===== config.mk =====
export PLATFORM = sky130hd
export DESIGN_NAME = scg_gate
export DESIGN_NICKNAME = d
export VERILOG_FILES = /design/src/scg_pkg.sv /design/src/scg_filt_if.sv /design/src/scg_chan_filter.sv /design/src/scg_gate.sv
export SDC_FILE = /design/constraint.sdc
export NUM_CORES = 1
export LEC_CHECK = 0
export ABC_AREA = 0
export BUFFER_PORTS_ARGS = -buffer_cell sky130_fd_sc_hd__buf_4
export CAP_MARGIN = 20
export CORE_MARGIN = 2
export CORE_UTILIZATION = 50
export DETAILED_ROUTE_END_ITERATION = 10
export GPL_ROUTABILITY_DRIVEN = 0
export PLACE_DENSITY_LB_ADDON = 0.15
export SLEW_MARGIN = 30
export SYNTH_ARGS = -nofsm -noshare
export SYNTH_HDL_FRONTEND = slang
export SYNTH_SLANG_ARGS = --single-unit

===== constraint.sdc =====
create_clock -name clk -period 4.9 [get_ports clk]
set_clock_uncertainty 0.2 [all_clocks]
set_input_delay 0.735 -clock clk [delete_from_list [all_inputs] [get_ports clk]]
set_output_delay 0.735 -clock clk [all_outputs]
set_load 0.1 [all_outputs]

===== src/scg_pkg.sv =====
package scg_pkg;

  // ****************************************
  // sizes
  // ****************************************
  localparam int NUM_CH = 2;
  localparam int CH_IW  = 1;
  localparam int AEN_N  = 4;
  localparam int ADDR_W = 8;

  // ****************************************
  // register offsets
  // ****************************************
  localparam logic [7:0] OFF_CMD      = 8'h00;
  localparam logic [7:0] OFF_ARG_LO   = 8'h04;
  localparam logic [7:0] OFF_ARG_HI   = 8'h08;
  localparam logic [7:0] OFF_RSP      = 8'h0C;
  localparam logic [7:0] OFF_RSP_DATA = 8'h10;
  localparam logic [7:0] OFF_STAT     = 8'h14;

  // ****************************************
  // channel id fields and response codes
  // ****************************************
  localparam logic [4:0] ICH_PKG    = 5'h1F;
  localparam logic [7:0] RC_OK      = 8'h00;
  localparam logic [7:0] RC_BAD_ID  = 8'h01;
  localparam logic [7:0] RC_INIT    = 8'h02;
  localparam logic [7:0] RC_UNSUP   = 8'h03;
  localparam logic       HWARB_SUP  = 1'h1;
  // arbitrary value
  localparam logic [31:0] VERSION_ID = 32'h0000_0A01;
  localparam logic [47:0] BCAST_MAC  = 48'hFFFF_FFFF_FFFF;
  localparam int          MCAST_BIT  = 40;

  // ****************************************
  // timing
  // ****************************************
  localparam int CLK_NS    = 10;
  localparam int READY_NS  = 2000;
  localparam int READY_CYC = (READY_NS / CLK_NS < 1) ? 1 : READY_NS / CLK_NS;
  localparam int TMR_W     = $clog2(READY_CYC + 1);

  typedef enum logic [7:0] {
    OP_CLR_INIT = 8'h00, OP_SEL     = 8'h01, OP_DESEL   = 8'h02,
    OP_EN_CH    = 8'h03, OP_DIS_CH  = 8'h04, OP_EN_NTX  = 8'h05,
    OP_DIS_NTX  = 8'h06, OP_AEN_EN  = 8'h07, OP_SET_MAC = 8'h08,
    OP_EN_BC    = 8'h09, OP_DIS_BC  = 8'h0A, OP_EN_MC   = 8'h0B,
    OP_DIS_MC   = 8'h0C, OP_SET_VID = 8'h0D, OP_EN_VLAN = 8'h0E,
    OP_DIS_VLAN = 8'h0F, OP_FLOW    = 8'h10, OP_CAPS    = 8'h11,
    OP_VER      = 8'h12
  } scg_op_t;

endpackage


===== src/scg_filt_if.sv =====
interface scg_filt_if;
  logic [47:0] mac;
  logic        mac_ok;
  logic        bc_acc;
  logic        mc_all;
  logic        vlan_en;
  logic        vlan_mode;
  logic [11:0] vid;
  logic [47:0] src;
  logic [47:0] dst;
  logic        tag;
  logic [11:0] tvid;
  logic        src_hit;
  logic        acc;
  modport cfg (output mac, mac_ok, bc_acc, mc_all, vlan_en, vlan_mode, vid,
               output src, dst, tag, tvid, input src_hit, acc);
  modport flt (input mac, mac_ok, bc_acc, mc_all, vlan_en, vlan_mode, vid,
               input src, dst, tag, tvid, output src_hit, acc);
endinterface


===== src/scg_chan_filter.sv =====
module scg_chan_filter (
  // filter config and frame header
  scg_filt_if.flt fif
);

  logic is_bc;
  logic is_mc;
  logic uc_hit;
  logic addr_ok;
  logic vlan_ok;

  // ****************************************
  // address and vlan filters
  // ****************************************
  always_comb
  begin
    is_bc   = (fif.dst == scg_pkg::BCAST_MAC);
    is_mc   = fif.dst[scg_pkg::MCAST_BIT] && !is_bc;
    uc_hit  = fif.mac_ok && (fif.dst == fif.mac);
    if (is_bc)
      addr_ok = fif.bc_acc;
    else if (is_mc)
      addr_ok = fif.mc_all || uc_hit;
    else
      addr_ok = uc_hit;
    // mode 1 drops untagged frames
    if (!fif.vlan_en)
      vlan_ok = 1'b1;
    else if (fif.tag)
      vlan_ok = (fif.tvid == fif.vid);
    else
      vlan_ok = !fif.vlan_mode;
  end

  assign fif.acc     = addr_ok && vlan_ok;
  assign fif.src_hit = fif.mac_ok && (fif.src == fif.mac);

endmodule


===== src/scg_gate.sv =====
// Chosen here: the placing of the registers and the plain strobed port.
module scg_gate (
  // clock and reset
  input  wire logic                          clk,
  input  wire logic                          rst_n,
  // register port
  input  wire logic [scg_pkg::ADDR_W-1:0]    addr,
  input  wire logic [31:0]                   wdata,
  input  wire logic                          wr_stb,
  input  wire logic                          rd_stb,
  output logic      [31:0]                   rdata,
  // package id level
  input  wire logic [2:0]                    pkg_id_strap,
  // frames from the controller over the sideband
  input  wire logic                          sb_rx_valid,
  input  wire logic                          sb_rx_is_ctl,
  input  wire logic [47:0]                   sb_rx_src_mac,
  output logic                               net_tx_fwd,
  output logic      [scg_pkg::CH_IW-1:0]     net_tx_ch,
  // frames from the network
  input  wire logic                          net_rx_valid,
  input  wire logic [scg_pkg::CH_IW-1:0]     net_rx_ch,
  input  wire logic [47:0]                   net_rx_dst_mac,
  input  wire logic                          net_rx_vlan_tag,
  input  wire logic [11:0]                   net_rx_vlan_id,
  output logic                               sb_tx_fwd,
  output logic      [scg_pkg::CH_IW-1:0]     sb_tx_ch,
  // events
  input  wire logic                          aen_req_valid,
  input  wire logic [scg_pkg::CH_IW-1:0]     aen_req_ch,
  input  wire logic [1:0]                    aen_req_type,
  output logic                               aen_send,
  output logic      [scg_pkg::CH_IW-1:0]     aen_ch,
  output logic      [1:0]                    aen_type,
  // status
  output logic                               rsp_send,
  output logic                               pkg_selected,
  output logic                               flow_ctl_en,
  output logic                               cmd_ready
);

  localparam int NCH   = scg_pkg::NUM_CH;
  localparam int CIW   = scg_pkg::CH_IW;
  localparam int TW    = scg_pkg::TMR_W;
  localparam int RDY   = scg_pkg::READY_CYC;
  localparam int RDY_A = scg_pkg::READY_CYC + 1;
  typedef struct packed {
    logic                          ready;
    logic [TW-1:0]                 tmr;
    logic [2:0]                    pkg;
    logic                          sel;
    logic                          hw_arb;
    logic                          flow;
    logic [NCH-1:0]                ch_en;
    logic [NCH-1:0]                ntx_en;
    logic [NCH-1:0]                init;
    logic [NCH-1:0]                bc_acc;
    logic [NCH-1:0]                mc_all;
    logic [NCH-1:0]                vlan_en;
    logic [NCH-1:0]                vlan_mode;
    logic [NCH-1:0]                mac_ok;
    logic [NCH-1:0][47:0]          mac;
    logic [NCH-1:0][11:0]          vid;
    logic [NCH-1:0][scg_pkg::AEN_N-1:0] aen_en;
    logic [31:0]                   arg_lo;
    logic [15:0]                   arg_hi;
    logic                          rsp_v;
    logic [7:0]                    rsp_op;
    logic [7:0]                    rsp_ch;
    logic [7:0]                    rsp_code;
    logic [31:0]                   rsp_dat;
    logic                          rsp_p;
    logic                          ntx_p;
    logic [CIW-1:0]                ntx_ch;
    logic                          sbtx_p;
    logic [CIW-1:0]                sbtx_ch;
    logic                          aen_p;
    logic [CIW-1:0]                aen_ch;
    logic [1:0]                    aen_ty;
    logic [31:0]                   rdata;
  } scg_state_t;
  scg_state_t       s_r;
  scg_state_t       s_nxt;
  scg_pkg::scg_op_t op;
  logic [7:0]       cid;
  logic [7:0]       prm;
  logic [CIW-1:0]   ci;
  logic             pw;
  logic             cmd_go;
  logic             cmd_hit;
  logic             pkg_op;
  logic [NCH-1:0]   src_hit;
  logic [NCH-1:0]   acc;
  logic [NCH-1:0]   ntx_hit;
  logic             ntx_go;
  logic             rx_go;
  logic             aen_go;

  // ****************************************
  // per channel filters
  // ****************************************
  scg_filt_if fif[NCH] ();

  generate
    for (genvar g = 0; g < NCH; g++)
    begin : g_ch
      assign fif[g].mac       = s_r.mac[g];
      assign fif[g].mac_ok    = s_r.mac_ok[g];
      assign fif[g].bc_acc    = s_r.bc_acc[g];
      assign fif[g].mc_all    = s_r.mc_all[g];
      assign fif[g].vlan_en   = s_r.vlan_en[g];
      assign fif[g].vlan_mode = s_r.vlan_mode[g];
      assign fif[g].vid       = s_r.vid[g];
      assign fif[g].src       = sb_rx_src_mac;
      assign fif[g].dst       = net_rx_dst_mac;
      assign fif[g].tag       = net_rx_vlan_tag;
      assign fif[g].tvid      = net_rx_vlan_id;
      assign src_hit[g]       = fif[g].src_hit;
      assign acc[g]           = fif[g].acc;
      scg_chan_filter u_filt (
        .fif (fif[g])
      );
    end
  endgenerate

  // ****************************************
  // command decode
  // ****************************************
  assign op     = scg_pkg::scg_op_t'(wdata[7:0]);
  assign cid    = wdata[15:8];
  assign prm    = wdata[23:16];
  assign ci     = cid[CIW-1:0];
  assign pw     = (cid[4:0] == scg_pkg::ICH_PKG);
  assign cmd_go = wr_stb && (addr == scg_pkg::OFF_CMD) && s_r.ready;
  // absent ids stay silent
  assign cmd_hit = cmd_go && (cid[7:5] == s_r.pkg)
                   && (pw || (cid[4:0] < 5'(NCH)));
  assign pkg_op = (op == scg_pkg::OP_SEL) || (op == scg_pkg::OP_DESEL)
                  || (op == scg_pkg::OP_FLOW);

  // ****************************************
  // traffic gating
  // ****************************************
  assign ntx_hit = src_hit & s_r.ntx_en;
  assign ntx_go  = sb_rx_valid && !sb_rx_is_ctl && (|ntx_hit);
  assign rx_go   = net_rx_valid && s_r.sel && s_r.ch_en[net_rx_ch]
                   && acc[net_rx_ch];
  assign aen_go  = aen_req_valid && s_r.sel && s_r.ch_en[aen_req_ch]
                   && s_r.aen_en[aen_req_ch][aen_req_type];

  // ****************************************
  // next state
  // ****************************************
  always_comb
  begin
    s_nxt        = s_r;
    s_nxt.rsp_p  = 1'b0;
    s_nxt.ntx_p  = 1'b0;
    s_nxt.sbtx_p = 1'b0;
    s_nxt.aen_p  = 1'b0;
    s_nxt.rdata  = 32'h0000_0000;
    // ready interval; package id taken while it runs
    if (!s_r.ready)
    begin
      s_nxt.pkg = pkg_id_strap;
      if (s_r.tmr == TW'(RDY))
        s_nxt.ready = 1'b1;
      else
        s_nxt.tmr = s_r.tmr + 1'b1;
    end
    if (wr_stb && (addr == scg_pkg::OFF_ARG_LO))
      s_nxt.arg_lo = wdata;
    if (wr_stb && (addr == scg_pkg::OFF_ARG_HI))
      s_nxt.arg_hi = wdata[15:0];
    if (rd_stb)
    begin
      case (addr)
        scg_pkg::OFF_ARG_LO:   s_nxt.rdata = s_r.arg_lo;
        scg_pkg::OFF_ARG_HI:   s_nxt.rdata = {16'h0000, s_r.arg_hi};
        scg_pkg::OFF_RSP:
        begin
          s_nxt.rdata = {s_r.rsp_code, s_r.rsp_ch, s_r.rsp_op,
                         7'h00, s_r.rsp_v};
          s_nxt.rsp_v = 1'b0;
        end
        scg_pkg::OFF_RSP_DATA: s_nxt.rdata = s_r.rsp_dat;
        scg_pkg::OFF_STAT:
          s_nxt.rdata = {13'h0000, s_r.pkg, 2'h0, s_r.init, s_r.ntx_en,
                         s_r.ch_en, 4'h0, s_r.flow, s_r.hw_arb, s_r.sel,
                         s_r.ready};
        default:               s_nxt.rdata = 32'h0000_0000;
      endcase
    end
    // response after any read clear, so a new answer wins
    if (cmd_hit)
    begin
      s_nxt.rsp_p    = 1'b1;
      s_nxt.rsp_v    = 1'b1;
      s_nxt.rsp_op   = wdata[7:0];
      s_nxt.rsp_ch   = cid;
      s_nxt.rsp_code = scg_pkg::RC_OK;
      s_nxt.rsp_dat  = 32'h0000_0000;
      if (op != scg_pkg::OP_DESEL)
        s_nxt.sel = 1'b1;
      if (pkg_op)
      begin
        if (!pw)
          s_nxt.rsp_code = scg_pkg::RC_BAD_ID;
        else
        begin
          case (op)
            scg_pkg::OP_SEL:   s_nxt.hw_arb = prm[0];
            scg_pkg::OP_DESEL: s_nxt.sel = 1'b0;
            scg_pkg::OP_FLOW:  s_nxt.flow = prm[0];
            default:           s_nxt.rsp_code = scg_pkg::RC_UNSUP;
          endcase
        end
      end
      else if (pw)
        s_nxt.rsp_code = scg_pkg::RC_BAD_ID;
      else if (s_r.init[ci] && (op != scg_pkg::OP_CLR_INIT))
        s_nxt.rsp_code = scg_pkg::RC_INIT;
      else
      begin
        case (op)
          scg_pkg::OP_CLR_INIT: s_nxt.init[ci] = 1'b0;
          scg_pkg::OP_EN_CH:    s_nxt.ch_en[ci] = 1'b1;
          scg_pkg::OP_DIS_CH:   s_nxt.ch_en[ci] = 1'b0;
          scg_pkg::OP_EN_NTX:   s_nxt.ntx_en[ci] = 1'b1;
          scg_pkg::OP_DIS_NTX:  s_nxt.ntx_en[ci] = 1'b0;
          scg_pkg::OP_AEN_EN:   s_nxt.aen_en[ci] = prm[3:0];
          scg_pkg::OP_SET_MAC:
          begin
            s_nxt.mac[ci]    = {s_r.arg_hi, s_r.arg_lo};
            s_nxt.mac_ok[ci] = 1'b1;
          end
          scg_pkg::OP_EN_BC:    s_nxt.bc_acc[ci] = 1'b1;
          scg_pkg::OP_DIS_BC:   s_nxt.bc_acc[ci] = 1'b0;
          scg_pkg::OP_EN_MC:    s_nxt.mc_all[ci] = 1'b1;
          scg_pkg::OP_DIS_MC:   s_nxt.mc_all[ci] = 1'b0;
          scg_pkg::OP_SET_VID:  s_nxt.vid[ci] = s_r.arg_lo[11:0];
          scg_pkg::OP_EN_VLAN:
          begin
            s_nxt.vlan_en[ci]   = 1'b1;
            s_nxt.vlan_mode[ci] = prm[0];
          end
          scg_pkg::OP_DIS_VLAN: s_nxt.vlan_en[ci] = 1'b0;
          scg_pkg::OP_CAPS:
            s_nxt.rsp_dat = {23'h000000, scg_pkg::HWARB_SUP,
                             8'(NCH)};
          scg_pkg::OP_VER:      s_nxt.rsp_dat = scg_pkg::VERSION_ID;
          default:              s_nxt.rsp_code = scg_pkg::RC_UNSUP;
        endcase
      end
    end
    // lowest matching channel takes the frame
    if (ntx_go)
    begin
      s_nxt.ntx_p = 1'b1;
      for (int i = NCH - 1; i >= 0; i--)
        if (ntx_hit[i])
          s_nxt.ntx_ch = CIW'(i);
    end
    if (rx_go)
    begin
      s_nxt.sbtx_p  = 1'b1;
      s_nxt.sbtx_ch = net_rx_ch;
    end
    if (aen_go)
    begin
      s_nxt.aen_p  = 1'b1;
      s_nxt.aen_ch = aen_req_ch;
      s_nxt.aen_ty = aen_req_type;
    end
  end

  always_ff @(posedge clk or negedge rst_n)
  begin
    if (!rst_n)
    begin
      s_r      <= '0;
      s_r.init <= {NCH{1'b1}};
    end
    else
      s_r <= s_nxt;
  end

  // ****************************************
  // outputs
  // ****************************************
  assign rdata        = s_r.rdata;
  assign net_tx_fwd   = s_r.ntx_p;
  assign net_tx_ch    = s_r.ntx_ch;
  assign sb_tx_fwd    = s_r.sbtx_p;
  assign sb_tx_ch     = s_r.sbtx_ch;
  assign aen_send     = s_r.aen_p;
  assign aen_ch       = s_r.aen_ch;
  assign aen_type     = s_r.aen_ty;
  assign rsp_send     = s_r.rsp_p;
  assign pkg_selected = s_r.sel;
  assign flow_ctl_en  = s_r.flow;
  assign cmd_ready    = s_r.ready;

  wire aen_off_h = aen_req_valid && !s_r.aen_en[aen_req_ch][aen_req_type];
  wire absent_h  = cmd_go && (cid[7:5] != s_r.pkg);
  wire desel_h   = cmd_hit && pw && (op == scg_pkg::OP_DESEL);
endmodule


==> run_summary.xml, run 1 <==
<?xml version="1.0" encoding="UTF-8"?>
<metrics>
  <group name="yosys">
    <metric name="yosys_register_bits" unit="">269</metric>
    <metric name="netlist_instances" unit="">1154</metric>
    <metric name="synthesized_area" unit="µm²">13900</metric>
    <metric name="main_area_contributors_after_synthesis" unit="">sky130_fd_sc_hd__dfrtp_1, sky130_fd_sc_hd__mux2_2, sky130_fd_sc_hd__xor2_1</metric>
    <metric name="synth-async-reset-ratio" unit="%">100</metric>
    <metric name="synthesis.yosys.warnings" unit="">0</metric>
    <metric name="synth_top_area_share" unit="%">47.9</metric>
    <metric name="syn_avg_cell_area" unit="µm²">12.1</metric>
    <metric name="synth_flop_cell" unit="">sky130_fd_sc_hd__dfrtp_1</metric>
    <metric name="netlist.top_cell.by_area" unit="">sky130_fd_sc_hd__dfrtp_1</metric>
    <metric name="ys_types" unit="">67</metric>
    <metric name="syn_nets" unit="">1320</metric>
    <metric name="ys_seq_area_share" unit="%">48.3</metric>
    <metric name="synth_enable_flop_cells" unit="">0</metric>
  </group>
  <group name="critical_path">
    <metric name="cp_slowest_stage_delay" unit="ns">0.62</metric>
    <metric name="ff2ff_path_depth" unit="">6</metric>
    <metric name="critical_path.reg2reg.startpoint" unit="">cmd_ready$_DFF_PN0_</metric>
    <metric name="data_required_critical_path" unit="ns">5.12</metric>
    <metric name="setup.reg_to_reg.worst_slack" unit="ns">1.42</metric>
    <metric name="critical-path-top-delay-family" unit="">simple AND/OR/NAND/NOR gates</metric>
    <metric name="end_kind" unit="">flop</metric>
    <metric name="critical_path_arrival" unit="ns">3.70</metric>
    <metric name="worst_path_max_delay_cell" unit="">sky130_fd_sc_hd__nand3_1</metric>
    <metric name="setup.worst_path.class" unit="">reg -&gt; reg</metric>
    <metric name="rr_endpoint" unit="">fif[0].vid[9]$_DFFE_PN0P_</metric>
    <metric name="worstPathMaxFanout" unit="">12</metric>
    <metric name="startpoint_types" unit="">flop</metric>
    <metric name="cp_cell_sequence" unit="">nand3b_1, nor4_1, nand4_2, nor3_2, nand3_1, mux2_2</metric>
    <metric name="worstPathBufferInverterCount" unit="">0</metric>
  </group>
  <group name="clock_tree">
    <metric name="cts_root_buffer" unit="">sky130_fd_sc_hd__clkbuf_16</metric>
    <metric name="clk_pin_slew_worst_paths" unit="ns">0.07</metric>
    <metric name="htreeDepth" unit="">1</metric>
    <metric name="ctsHoldBuffers" unit="">0</metric>
    <metric name="number_of_buffers_created_by_cts" unit="">29</metric>
    <metric name="postCtsResizedCells" unit="">0</metric>
    <metric name="tritoncts_clock_tree" unit="">built</metric>
    <metric name="total_number_of_clock_tree_sinks" unit="">269</metric>
    <metric name="post-cts-setup-buffers" unit="">0</metric>
    <metric name="maximum_count_of_clock_buffers_along_a_single_path" unit="">3</metric>
    <metric name="worstSkewPairLatency" unit="ns">0.56</metric>
  </group>
  <group name="pwr">
    <metric name="totalPowerFinal" unit="W">0.00480</metric>
    <metric name="max-vdd-ir-drop" unit="µV">214</metric>
    <metric name="p_per_area" unit="nW/µm²">291</metric>
    <metric name="power.static_leakage" unit="nW">7.97</metric>
  </group>
  <group name="run">
    <metric name="max-cap-violations" unit="">0</metric>
  </group>
  <group name="floorplanning">
    <metric name="die_area" unit="µm²">29200</metric>
    <metric name="floorplan.initialDensity" unit="%">50.5</metric>
    <metric name="boundaryPins" unit="">208</metric>
    <metric name="die_w" unit="µm">171</metric>
    <metric name="core.rowCount" unit="">61</metric>
    <metric name="die_y" unit="µm">171</metric>
    <metric name="core_area" unit="µm²">27600</metric>
  </group>
  <group name="detailed_routing">
    <metric name="routed_via_density" unit="">5.93</metric>
    <metric name="route.final.wire_length" unit="µm">42700</metric>
    <metric name="number_of_routed_nets_with_antenna_violations" unit="">0</metric>
    <metric name="drt_drc_violations_left" unit="">0</metric>
    <metric name="via_count" unit="">10300</metric>
    <metric name="drtPass1Iterations" unit="">5</metric>
    <metric name="wl_per_instance" unit="µm">24.7</metric>
    <metric name="first_iter_violations" unit="">1066</metric>
  </group>
  <group name="final_layout">
    <metric name="final.fill_count" unit="">2355</metric>
    <metric name="area_delta_synth_final" unit="%">18.3</metric>
    <metric name="final_net_count" unit="">1496</metric>
    <metric name="mostFrequentLayoutCell" unit="">sky130_fd_sc_hd__dfrtp_1</metric>
    <metric name="layout-drive-gt1-share" unit="%">34.6</metric>
    <metric name="antenna-diode-count" unit="">0</metric>
    <metric name="layout.cells.most_common_list" unit="">sky130_fd_sc_hd__dfrtp_1, sky130_fd_sc_hd__buf_4, sky130_fd_sc_hd__mux2_2</metric>
    <metric name="fin_util" unit="%">59.7</metric>
  </group>
  <group name="global_routing">
    <metric name="total_track_usage" unit="%">29.1</metric>
    <metric name="number_of_global_route_vias_before_repair" unit="">10100</metric>
    <metric name="grt_pass1_wl" unit="µm">62800</metric>
    <metric name="initial_antenna_violation_count" unit="">0</metric>
    <metric name="maximum_number_of_pins_on_one_net_before_global_route_repair" unit="">107</metric>
    <metric name="grt-ovfl-total" unit="">0</metric>
  </group>
  <group name="timing">
    <metric name="rsz_0062_raised_after_global_routing" unit="">false</metric>
    <metric name="hold-worst-slack" unit="ns">0.0295</metric>
    <metric name="hold_viol" unit="">0</metric>
    <metric name="max_slew_margin" unit="%">35.2</metric>
    <metric name="setup_viol_count_final" unit="">0</metric>
    <metric name="max_freq" unit="GHz">0.287</metric>
    <metric name="finalCritPeriodShare" unit="%">71.0</metric>
    <metric name="final-max-slew-violation-count" unit="">0</metric>
    <metric name="max_slew.worst_pin.slew" unit="ns">0.963</metric>
    <metric name="layout_min_cycle_time" unit="ns">3.48</metric>
    <metric name="timing.final.ws_setup" unit="ns">1.42</metric>
    <metric name="setup_total_negative_slack" unit="ns">0</metric>
  </group>
  <group name="placed_design">
    <metric name="pre_cts_ws" unit="ns">1.00</metric>
    <metric name="port_buffers" unit="">207</metric>
    <metric name="dpl.hpwl" unit="µm">32500</metric>
  </group>
  <group name="outcome">
    <metric name="run_status" unit="">finished, final reports clean</metric>
  </group>
  <group name="min_path">
    <metric name="worstHoldPathType" unit="">in -&gt; async</metric>
  </group>
</metrics>
power breakdown:
part / total [W] / switching, W / internal [W]
combinational: 0.000426 / 0.000251 / 0.000174
clock: 0.00209 / 0.000884 / 0.00121
sequential: 0.00228 / 0.0000377 / 0.00225
logic make-up after synthesis:
| logic type | synth area share [%] |
|---|---|
| buf+inv | 4.79 |
| flops | 48.3 |
| fa+ha+maj | 0.179 |
| compound gates | 7.14 |
| simple gates | 9.94 |
| mux | 17.3 |
| xor+xnor | 12.3 |
synthesized netlist by cell type (all sizes together) (4+ instances only):
master and number:
nor2b 18, nor3 14, a22o 13, inv 39, and3 12, o2bb2ai 6
nand2 50, o211ai 5, o21a 4, and2 5, dfrtp 267, nand4 42
a22oi 19, clkbuf 21, nor4 41, nor2 26, nand3 16, o31ai 6
o21ai 19, a21o 10, a21oi 18, a221oi 5, a222oi 6, xor2 103
xnor2 93, o22ai 10, mux2 191, buf 52
state kept, by name, summed over array words and instances (netlist names), named ones only:
| name | flops |
|---|---|
| net_tx_fwd | 1 |
| flow_ctl_en | 1 |
| fif.vid | 24 |
| rsp_send | 1 |
| s_r | 91 |
| fif.mac_ok | 2 |
| sb_tx_ch | 1 |
| aen_send | 1 |
| cmd_ready | 1 |
| rdata | 32 |
| pkg_selected | 1 |
| aen_ch | 1 |
| fif.mac | 96 |
| sb_tx_fwd | 1 |
| net_tx_ch | 1 |
| fif.vlan_mode | 2 |
| aen_type | 2 |
metrics by stage:
step                      cells  instance area, µm²
after floorplan            1154               13900
after global placement     1677               15600
after detailed placement   1677               15600
after CTS                  1729               16500
after global routing       1729               16500
final                      1729               16500
layer usage:
| layer | GRT usage, % | wire length, µm | vias to the layer above |
|---|---|---|---|
| met5 | 0 | 0 | - |
| met4 | 13.3 | 2120 | 0 |
| met3 | 4.74 | 3670 | 127 |
| met2 | 45.9 | 19200 | 572 |
| met1 | 39.7 | 17800 | 5099 |
| li1 | - | - | 4459 |
worst max-delay path by stage:
stage | from | to | slack (ns) | cells past startpoint
after floorplan | cmd_ready$_DFF_PN0_ | fif[0].mac[44]$_DFFE_PN0P_ | 1.52 | 9
after global placement | addr[0] | fif[0].vid[11]$_DFFE_PN0P_ | 1.18 | 7
after detailed placement | addr[0] | fif[0].vid[9]$_DFFE_PN0P_ | 1.00 | 7
after CTS | cmd_ready$_DFF_PN0_ | fif[0].vid[9]$_DFFE_PN0P_ | 1.42 | 6
after global routing | cmd_ready$_DFF_PN0_ | fif[0].vid[9]$_DFFE_PN0P_ | 1.24 | 6
final | cmd_ready$_DFF_PN0_ | fif[0].vid[9]$_DFFE_PN0P_ | 1.42 | 6
layout make-up:
class	instances	area, µm²	area share (%)
clock buffers	46	870	5.27
clock inverters	6	37.5	0.228
multi-input cells	773	6550	39.7
repair buffers	218	1680	10.2
flip-flops and latches	269	6730	40.8
inverters	39	146	0.888
well taps	378	473	2.87
(Power assumes the default switching activity.)
==> run 2, diff against run 1 <==
clock period = 3 ns   (was 4.9 ns; I/O delays follow)
==> run 2 against run 1 <==
Effect of this change: first-iteration DRC count is 4.3% higher; clock-buffer cell count is 4 lower; largest power group unchanged; highest routed layer unchanged; flip-flop and latch count stayed put.
==> run_summary.xml, run 2 (synthesis results as in run 1) <==
<?xml version="1.0" encoding="UTF-8"?>
<metrics>
  <group name="final_layout">
    <metric name="multi_input_comb_area" unit="µm²">6570</metric>
    <metric name="largest_register_ff_count" unit="">96</metric>
    <metric name="area.sequential" unit="µm²">6740</metric>
    <metric name="antenna-diode-count" unit="">0</metric>
    <metric name="mostFrequentLayoutCell" unit="">sky130_fd_sc_hd__dfrtp_1</metric>
    <metric name="final.fill_count" unit="">2328</metric>
    <metric name="layout.cells.most_common_list" unit="">sky130_fd_sc_hd__dfrtp_1, sky130_fd_sc_hd__buf_4, sky130_fd_sc_hd__mux2_2</metric>
    <metric name="final_net_count" unit="">1560</metric>
    <metric name="final_cell_area" unit="µm²">17200</metric>
    <metric name="layout-drive-gt1-share" unit="%">35.5</metric>
    <metric name="area_delta_synth_final" unit="%">23.2</metric>
  </group>
  <group name="global_routing">
    <metric name="total_track_usage" unit="%">29.4</metric>
    <metric name="initial_antenna_violation_count" unit="">0</metric>
    <metric name="grt_pass1_wl" unit="µm">64100</metric>
    <metric name="grt-ovfl-total" unit="">0</metric>
    <metric name="maximum_number_of_pins_on_one_net_before_global_route_repair" unit="">77</metric>
    <metric name="number_of_global_route_vias_before_repair" unit="">10500</metric>
  </group>
  <group name="detailed_routing">
    <metric name="number_of_routed_nets_with_antenna_violations" unit="">0</metric>
    <metric name="wl_per_instance" unit="µm">23.8</metric>
    <metric name="drt_drc_violations_left" unit="">0</metric>
    <metric name="first_iter_violations" unit="">1112</metric>
    <metric name="route.final.wire_length" unit="µm">42700</metric>
    <metric name="drtPass1Iterations" unit="">5</metric>
    <metric name="routed_via_density" unit="">5.77</metric>
    <metric name="via_count" unit="">10300</metric>
  </group>
  <group name="timing">
    <metric name="hold-worst-slack" unit="ns">0.0115</metric>
    <metric name="finalCritPeriodShare" unit="%">96.4</metric>
    <metric name="setup_viol_count_final" unit="">0</metric>
    <metric name="layout_min_cycle_time" unit="ns">2.89</metric>
    <metric name="max_slew_margin" unit="%">53.0</metric>
    <metric name="hold_viol" unit="">0</metric>
    <metric name="rsz_0062_raised_after_global_routing" unit="">false</metric>
    <metric name="setup_total_negative_slack" unit="ns">0</metric>
    <metric name="timing.final.ws_setup" unit="ns">0.107</metric>
    <metric name="final-max-slew-violation-count" unit="">0</metric>
    <metric name="max_freq" unit="GHz">0.346</metric>
    <metric name="max_slew.worst_pin.slew" unit="ns">0.706</metric>
  </group>
  <group name="critical_path">
    <metric name="setup.worst_path.class" unit="">in -&gt; reg</metric>
    <metric name="worst_path_max_delay_cell" unit="">sky130_fd_sc_hd__dlygate4sd3_1</metric>
    <metric name="data_required_critical_path" unit="ns">3.21</metric>
    <metric name="startpoint_types" unit="">input port</metric>
    <metric name="cp_cell_sequence" unit="">dlygate4sd3_1, buf_4, or3_1, nor4_4, a21oi_2, nor3_2, and3_2, buf_12, mux2_2</metric>
    <metric name="worstPathBufferInverterCount" unit="">3</metric>
    <metric name="worstPathMaxFanout" unit="">29</metric>
    <metric name="critical_path_arrival" unit="ns">3.10</metric>
    <metric name="critical_path.reg2reg.startpoint" unit="">cmd_ready$_DFF_PN0_</metric>
    <metric name="ff2ff_path_depth" unit="">8</metric>
    <metric name="setup.reg_to_reg.worst_slack" unit="ns">0.28</metric>
    <metric name="rr_endpoint" unit="">fif[0].mac[0]$_DFFE_PN0P_</metric>
    <metric name="cp_slowest_stage_delay" unit="ns">0.54</metric>
    <metric name="critical-path-top-delay-family" unit="">simple AND/OR/NAND/NOR gates</metric>
    <metric name="end_kind" unit="">flop</metric>
  </group>
  <group name="min_path">
    <metric name="worstHoldPathType" unit="">in -&gt; reg</metric>
    <metric name="min_from" unit="">net_rx_valid</metric>
    <metric name="hold_path_depth" unit="">3</metric>
    <metric name="min_to" unit="">sb_tx_fwd$_DFF_PN0_</metric>
  </group>
  <group name="clock_tree">
    <metric name="clk_pin_slew_worst_paths" unit="ns">0.06</metric>
    <metric name="htreeDepth" unit="">1</metric>
    <metric name="worstSkewPairLatency" unit="ns">0.55</metric>
    <metric name="total_number_of_clock_tree_sinks" unit="">269</metric>
    <metric name="cts_root_buffer" unit="">sky130_fd_sc_hd__clkbuf_16</metric>
    <metric name="tritoncts_clock_tree" unit="">built</metric>
    <metric name="number_of_buffers_created_by_cts" unit="">29</metric>
    <metric name="maximum_count_of_clock_buffers_along_a_single_path" unit="">3</metric>
  </group>
  <group name="placed_design">
    <metric name="port_buffers" unit="">207</metric>
    <metric name="placed_area" unit="µm²">15900</metric>
    <metric name="dpl.hpwl" unit="µm">32700</metric>
    <metric name="pre_cts_ws" unit="ns">0.0770</metric>
  </group>
  <group name="floorplanning">
    <metric name="core.rowCount" unit="">61</metric>
    <metric name="floorplan.initialDensity" unit="%">50.5</metric>
    <metric name="die_area" unit="µm²">29200</metric>
    <metric name="boundaryPins" unit="">208</metric>
    <metric name="die_y" unit="µm">171</metric>
    <metric name="die_w" unit="µm">171</metric>
    <metric name="core_area" unit="µm²">27600</metric>
  </group>
  <group name="pwr">
    <metric name="power.switching_fraction" unit="%">24.0</metric>
    <metric name="share_of_total_power_in_combinational_logic" unit="%">9.2</metric>
    <metric name="p_per_area" unit="nW/µm²">471</metric>
    <metric name="power_report.internal_total" unit="W">0.00614</metric>
    <metric name="seq_power_share" unit="%">46.1</metric>
    <metric name="max-vdd-ir-drop" unit="µV">382</metric>
    <metric name="power.share.clock" unit="%">44.7</metric>
    <metric name="netSwitchingPower" unit="W">0.00194</metric>
    <metric name="power.static_leakage" unit="nW">8.29</metric>
  </group>
  <group name="run">
    <metric name="max-cap-violations" unit="">0</metric>
  </group>
  <group name="outcome">
    <metric name="run_status" unit="">finished, final reports clean</metric>
  </group>
</metrics>
==> run 2: cell type report <==
type,count,area share [%]
tap,378,2.75
sequential,269,39.2
clock inverter,10,0.765
timing repair buffer,282,13.3
inverter,39,0.852
multi-input combinational,773,38.3
clock buffer,42,4.80
==> run 2: metrics by stage <==
stage / power [W] / std cells / utilization, %
2_1_floorplan: 0.00403 / 1154 / -
3_3_place_gp: 0.00449 / 1709 / 57.5
3_5_place_dp: 0.00449 / 1709 / 57.5
4_1_cts: 0.00813 / 1793 / 62.1
5_1_grt: 0.00834 / 1793 / 62.2
6_report: 0.00808 / 1793 / 62.2
==> run 2: worst max-delay path by stage <==
stage / cells past startpoint / from / slack, ns / to
floorplan: 9 / cmd_ready$_DFF_PN0_ / 0.005 / fif[0].mac[44]$_DFFE_PN0P_
global placement: 8 / addr[0] / 0.10 / fif[0].mac[0]$_DFFE_PN0P_
detailed placement: 8 / addr[0] / 0.08 / fif[0].mac[0]$_DFFE_PN0P_
CTS: 9 / wdata[7] / 0.06 / fif[0].mac[0]$_DFFE_PN0P_
global route: 9 / wdata[7] / 0.02 / fif[0].mac[0]$_DFFE_PN0P_
finish: 9 / wdata[7] / 0.11 / fif[0].mac[0]$_DFFE_PN0P_
==> run 2: repair_timing <==
action | in CTS | in global routing
hold endpoints to repair | 117 | 0
endpoints found under the setup margin | 0 | 72
hold buffers | 32 | 0
setup buffers | 0 | 0
gates resized for setup | 0 | 2
==> run 2: worst min-delay path: cells and delay by family <==
kind            cells  cell delay, ns
buf+inv             1            0.11
simple gates        1            0.09
compound gates      1            0.05
==> run 2: layer usage <==
layer	part of all wire [%]	track usage [%]	wire (µm)
met5	0	0	0
met4	4.4	11.8	1880
met3	8.3	4.65	3550
met2	45	46.7	19300
met1	42	40.4	17900
==> run 2: power groups by stage <==
stage	Clock [W]	Sequential, W	Combinational (W)
6_report	0.00361	0.00373	0.000746
3_5_place_dp	0	0.00379	0.000702
5_1_grt	0.00382	0.00373	0.000791
2_1_floorplan	0	0.00379	0.000239
4_1_cts	0.00367	0.00373	0.000739
3_3_place_gp	0	0.00379	0.000700
==> run 3, diff against run 2 <==
SYNTH_HIERARCHICAL = 1   (was default)
==> run 3 against run 2 <==
Effect of this change: register-to-register slack got worse by 0.15 ns; power shrank 0.99%; maximum frequency fell by 0.36%; clock-buffer cell count decreased by 1; largest cell class unchanged; critical endpoint is now s_r[151]$_DFFE_PN0P_; final cell count is 0.73% higher; highest routed layer unchanged.
==> run_summary.xml, run 3 <==
<?xml version="1.0" encoding="UTF-8"?>
<metrics>
  <group name="final_layout">
    <metric name="fin_util" unit="%">63.2</metric>
    <metric name="final-instance-count-excl-fill" unit="">1806</metric>
    <metric name="multi_input_comb_area" unit="µm²">6630</metric>
    <metric name="final_net_count" unit="">1583</metric>
    <metric name="layout-drive-gt1-share" unit="%">34.7</metric>
    <metric name="area_delta_synth_final" unit="%">23.4</metric>
    <metric name="largest_register_ff_count" unit="">96</metric>
    <metric name="mostFrequentLayoutCell" unit="">sky130_fd_sc_hd__dfrtp_1</metric>
    <metric name="antenna-diode-count" unit="">0</metric>
    <metric name="layout.cells.most_common_list" unit="">sky130_fd_sc_hd__dfrtp_1, sky130_fd_sc_hd__buf_4, sky130_fd_sc_hd__mux2_2</metric>
    <metric name="area.sequential" unit="µm²">6740</metric>
    <metric name="final.fill_count" unit="">2195</metric>
  </group>
  <group name="timing">
    <metric name="max_slew_margin" unit="%">59.4</metric>
    <metric name="layout_min_cycle_time" unit="ns">2.90</metric>
    <metric name="setup_viol_count_final" unit="">0</metric>
    <metric name="setup_total_negative_slack" unit="ns">0</metric>
    <metric name="final-max-slew-violation-count" unit="">0</metric>
    <metric name="timing.final.ws_setup" unit="ns">0.0962</metric>
    <metric name="max_slew.worst_pin.slew" unit="ns">0.610</metric>
    <metric name="finalCritPeriodShare" unit="%">96.8</metric>
    <metric name="hold-worst-slack" unit="ns">0.0104</metric>
    <metric name="hold_viol" unit="">0</metric>
    <metric name="max_freq" unit="GHz">0.344</metric>
    <metric name="rsz_0062_raised_after_global_routing" unit="">false</metric>
  </group>
  <group name="clock_tree">
    <metric name="clk_pin_slew_worst_paths" unit="ns">0.06</metric>
    <metric name="number_of_buffers_created_by_cts" unit="">28</metric>
    <metric name="post-cts-setup-buffers" unit="">0</metric>
    <metric name="tritoncts_clock_tree" unit="">built</metric>
    <metric name="maximum_count_of_clock_buffers_along_a_single_path" unit="">3</metric>
    <metric name="htreeDepth" unit="">1</metric>
    <metric name="postCtsResizedCells" unit="">0</metric>
    <metric name="total_number_of_clock_tree_sinks" unit="">269</metric>
    <metric name="worstSkewPairLatency" unit="ns">0.55</metric>
    <metric name="cts_root_buffer" unit="">sky130_fd_sc_hd__clkbuf_16</metric>
  </group>
  <group name="pwr">
    <metric name="power_report.internal_total" unit="W">0.00619</metric>
    <metric name="power.share.clock" unit="%">44.9</metric>
    <metric name="power.static_leakage" unit="nW">7.79</metric>
    <metric name="max-vdd-ir-drop" unit="µV">352</metric>
    <metric name="seq_power_share" unit="%">46.5</metric>
    <metric name="netSwitchingPower" unit="W">0.00181</metric>
    <metric name="p_per_area" unit="nW/µm²">467</metric>
    <metric name="power.switching_fraction" unit="%">22.7</metric>
    <metric name="share_of_total_power_in_combinational_logic" unit="%">8.6</metric>
  </group>
  <group name="yosys">
    <metric name="synth_enable_flop_cells" unit="">0</metric>
    <metric name="yosys_register_bits" unit="">269</metric>
    <metric name="synth_top_area_share" unit="%">48.1</metric>
    <metric name="synth_simple_gate_area_share" unit="%">12.3</metric>
    <metric name="synth_most_common_cell" unit="">sky130_fd_sc_hd__dfrtp_1</metric>
    <metric name="synthesized_area" unit="µm²">13900</metric>
    <metric name="synthesis.yosys.warnings" unit="">6</metric>
    <metric name="ys_types" unit="">72</metric>
    <metric name="top_cells_by_instance_count_after_synthesis" unit="">sky130_fd_sc_hd__dfrtp_1, sky130_fd_sc_hd__mux2_2, sky130_fd_sc_hd__xnor2_1</metric>
    <metric name="ys_seq_area_share" unit="%">48.5</metric>
    <metric name="synth_xor_xnor_area_share" unit="%">12.9</metric>
    <metric name="synth-async-reset-ratio" unit="%">100</metric>
    <metric name="netlist_instances" unit="">1188</metric>
    <metric name="synthesized_area_fraction_occupied_by_ao_oa_aoi_and_oai_cells" unit="%">6.56</metric>
    <metric name="main_area_contributors_after_synthesis" unit="">sky130_fd_sc_hd__dfrtp_1, sky130_fd_sc_hd__mux2_2, sky130_fd_sc_hd__xnor2_1</metric>
    <metric name="synth_fa_ha_area_share" unit="%">0.180</metric>
    <metric name="synth_flop_cell" unit="">sky130_fd_sc_hd__dfrtp_1</metric>
    <metric name="netlist.top_cell.by_area" unit="">sky130_fd_sc_hd__dfrtp_1</metric>
    <metric name="synth.area.mux_share" unit="%">15.8</metric>
    <metric name="combinational_family_with_the_most_area_after_synthesis" unit="">multiplexers</metric>
    <metric name="syn_avg_cell_area" unit="µm²">11.7</metric>
    <metric name="syn_nets" unit="">1354</metric>
  </group>
  <group name="min_path">
    <metric name="worstHoldPathType" unit="">in -&gt; reg</metric>
    <metric name="hold_path_depth" unit="">3</metric>
    <metric name="min_from" unit="">wdata[2]</metric>
    <metric name="min_to" unit="">s_r[91]$_DFFE_PN0P_</metric>
  </group>
  <group name="outcome">
    <metric name="run_status" unit="">finished, final reports clean</metric>
  </group>
  <group name="global_routing">
    <metric name="grt-ovfl-total" unit="">0</metric>
    <metric name="number_of_global_route_vias_before_repair" unit="">10700</metric>
    <metric name="maximum_number_of_pins_on_one_net_before_global_route_repair" unit="">84</metric>
    <metric name="total_track_usage" unit="%">28.6</metric>
    <metric name="grt_pass1_wl" unit="µm">62000</metric>
    <metric name="initial_antenna_violation_count" unit="">0</metric>
  </group>
  <group name="detailed_routing">
    <metric name="route.final.wire_length" unit="µm">41500</metric>
    <metric name="drtPass1Iterations" unit="">5</metric>
    <metric name="routed_via_density" unit="">5.86</metric>
    <metric name="wl_per_instance" unit="µm">23.0</metric>
    <metric name="first_iter_violations" unit="">867</metric>
    <metric name="via_count" unit="">10600</metric>
    <metric name="number_of_routed_nets_with_antenna_violations" unit="">0</metric>
    <metric name="drt_drc_violations_left" unit="">0</metric>
  </group>
  <group name="critical_path">
    <metric name="ff2ff_path_depth" unit="">9</metric>
    <metric name="worstPathMaxFanout" unit="">12</metric>
    <metric name="rr_endpoint" unit="">sb_tx_ch$_DFFE_PN0P_</metric>
    <metric name="startpoint_types" unit="">input port</metric>
    <metric name="critical_path_arrival" unit="ns">3.13</metric>
    <metric name="setup.reg_to_reg.worst_slack" unit="ns">0.13</metric>
    <metric name="critical_path.reg2reg.startpoint" unit="">fif[0].mac[15]$_DFFE_PN0P_</metric>
    <metric name="data_required_critical_path" unit="ns">3.23</metric>
    <metric name="setup.worst_path.class" unit="">in -&gt; reg</metric>
    <metric name="end_kind" unit="">flop</metric>
  </group>
  <group name="floorplanning">
    <metric name="core_area" unit="µm²">27100</metric>
    <metric name="die_area" unit="µm²">29100</metric>
    <metric name="die_y" unit="µm">171</metric>
    <metric name="floorplan.initialDensity" unit="%">51.2</metric>
    <metric name="core.rowCount" unit="">60</metric>
    <metric name="boundaryPins" unit="">208</metric>
    <metric name="die_w" unit="µm">171</metric>
  </group>
  <group name="placed_design">
    <metric name="port_buffers" unit="">207</metric>
    <metric name="dpl.hpwl" unit="µm">31500</metric>
    <metric name="dp_cells" unit="">1724</metric>
    <metric name="pre_cts_ws" unit="ns">0.0452</metric>
  </group>
  <group name="run">
    <metric name="max-cap-violations" unit="">0</metric>
  </group>
</metrics>
-- run 3: cell types whose count changed in the layout (fill, tap and decap cells not counted), moves of 5 or more --
cell and change:
sky130_fd_sc_hd__inv_1 -14, sky130_fd_sc_hd__a21o_1 -9, sky130_fd_sc_hd__mux2_4 -53, sky130_fd_sc_hd__buf_4 -10
sky130_fd_sc_hd__nor2_1 -6, sky130_fd_sc_hd__xor2_1 -85, sky130_fd_sc_hd__a22o_1 -5, sky130_fd_sc_hd__mux2_2 +55
sky130_fd_sc_hd__nand4_1 +34, sky130_fd_sc_hd__xnor2_1 +93, sky130_fd_sc_hd__nand2_1 +41, sky130_fd_sc_hd__nor2b_1 -8
sky130_fd_sc_hd__nor4_1 -17, sky130_fd_sc_hd__a22oi_1 -6
-- run 3: metrics by stage --
step	power, W	instance area [µm²]
floorplan	0.00398	13900
global route	0.00827	17100
global placement	0.00442	15800
finish	0.00800	17100
detailed placement	0.00443	15800
CTS	0.00806	17100
-- run 3: worst max path at each step --
stage                              startpoint                          to  cells past startpoint
after floorplan           cmd_ready$_DFF_PN0_  fif[0].mac[38]$_DFFE_PN0P_                      8
after global placement     net_rx_dst_mac[45]        sb_tx_ch$_DFFE_PN0P_                     10
after detailed placement   net_rx_dst_mac[45]        sb_tx_ch$_DFFE_PN0P_                     10
after CTS                           wdata[10]        s_r[151]$_DFFE_PN0P_                      8
after global routing                 wdata[9]        s_r[150]$_DFFE_PN0P_                      8
final                               wdata[10]        s_r[151]$_DFFE_PN0P_                      8
-- run 3: worst max-delay path: stages --
cell and delay (ns):
sky130_fd_sc_hd__dlygate4sd3_1 0.55, sky130_fd_sc_hd__buf_4 0.16, sky130_fd_sc_hd__nor4_1 0.33, sky130_fd_sc_hd__a31oi_1 0.16, sky130_fd_sc_hd__or4_4 0.66, sky130_fd_sc_hd__nor4_2 0.31
sky130_fd_sc_hd__buf_4 0.18, sky130_fd_sc_hd__mux2_2 0.33
-- run 3: timing repair --
action,4_1_cts,5_1_grt
hold buffers,35,0
endpoints found under the hold margin,120,0
endpoints found under the setup margin,0,1
-- run 3: layout make-up --
| class | instances | share of cell area [%] |
|---|---|---|
| flip-flops and latches | 269 | 39.3 |
| well taps | 372 | 2.72 |
| inverters | 25 | 0.548 |
| multi-input cells | 818 | 38.7 |
| repair buffers | 275 | 13.1 |
| clock inverters | 6 | 0.635 |
| clock buffers | 41 | 4.97 |
-- run 3: layer usage --
layer	GRT usage, %	wire (µm)	part of all wire, %	vias up
met5	0	0	0	-
met4	11.8	1930	4.7	0
met3	5.00	3150	7.6	116
met2	46.8	19000	46	484
met1	37.9	17400	42	5262
li1	-	-	-	4728
-- run 3: cell families (layout without fill, tap and decap cells) --
group                    count (synthesis)  in the layout
adder cells (fa/ha/maj)                  2              2
XOR/XNOR                               204            204
buffers and inverters                  101            347
flip-flops                             269            269
AO/OA/AOI/OAI                          122            122
multiplexers                           193            193
AND/OR/NAND/NOR                        297            297
-- run 3: power by group through the flow --
stage          logic [W]  clock network (W)  registers [W]
6_report        0.000684            0.00360        0.00372
5_1_grt         0.000734            0.00381        0.00372
4_1_cts         0.000682            0.00365        0.00372
3_5_place_dp    0.000642                  0        0.00379
3_3_place_gp    0.000636                  0        0.00378
2_1_floorplan   0.000227                  0        0.00375
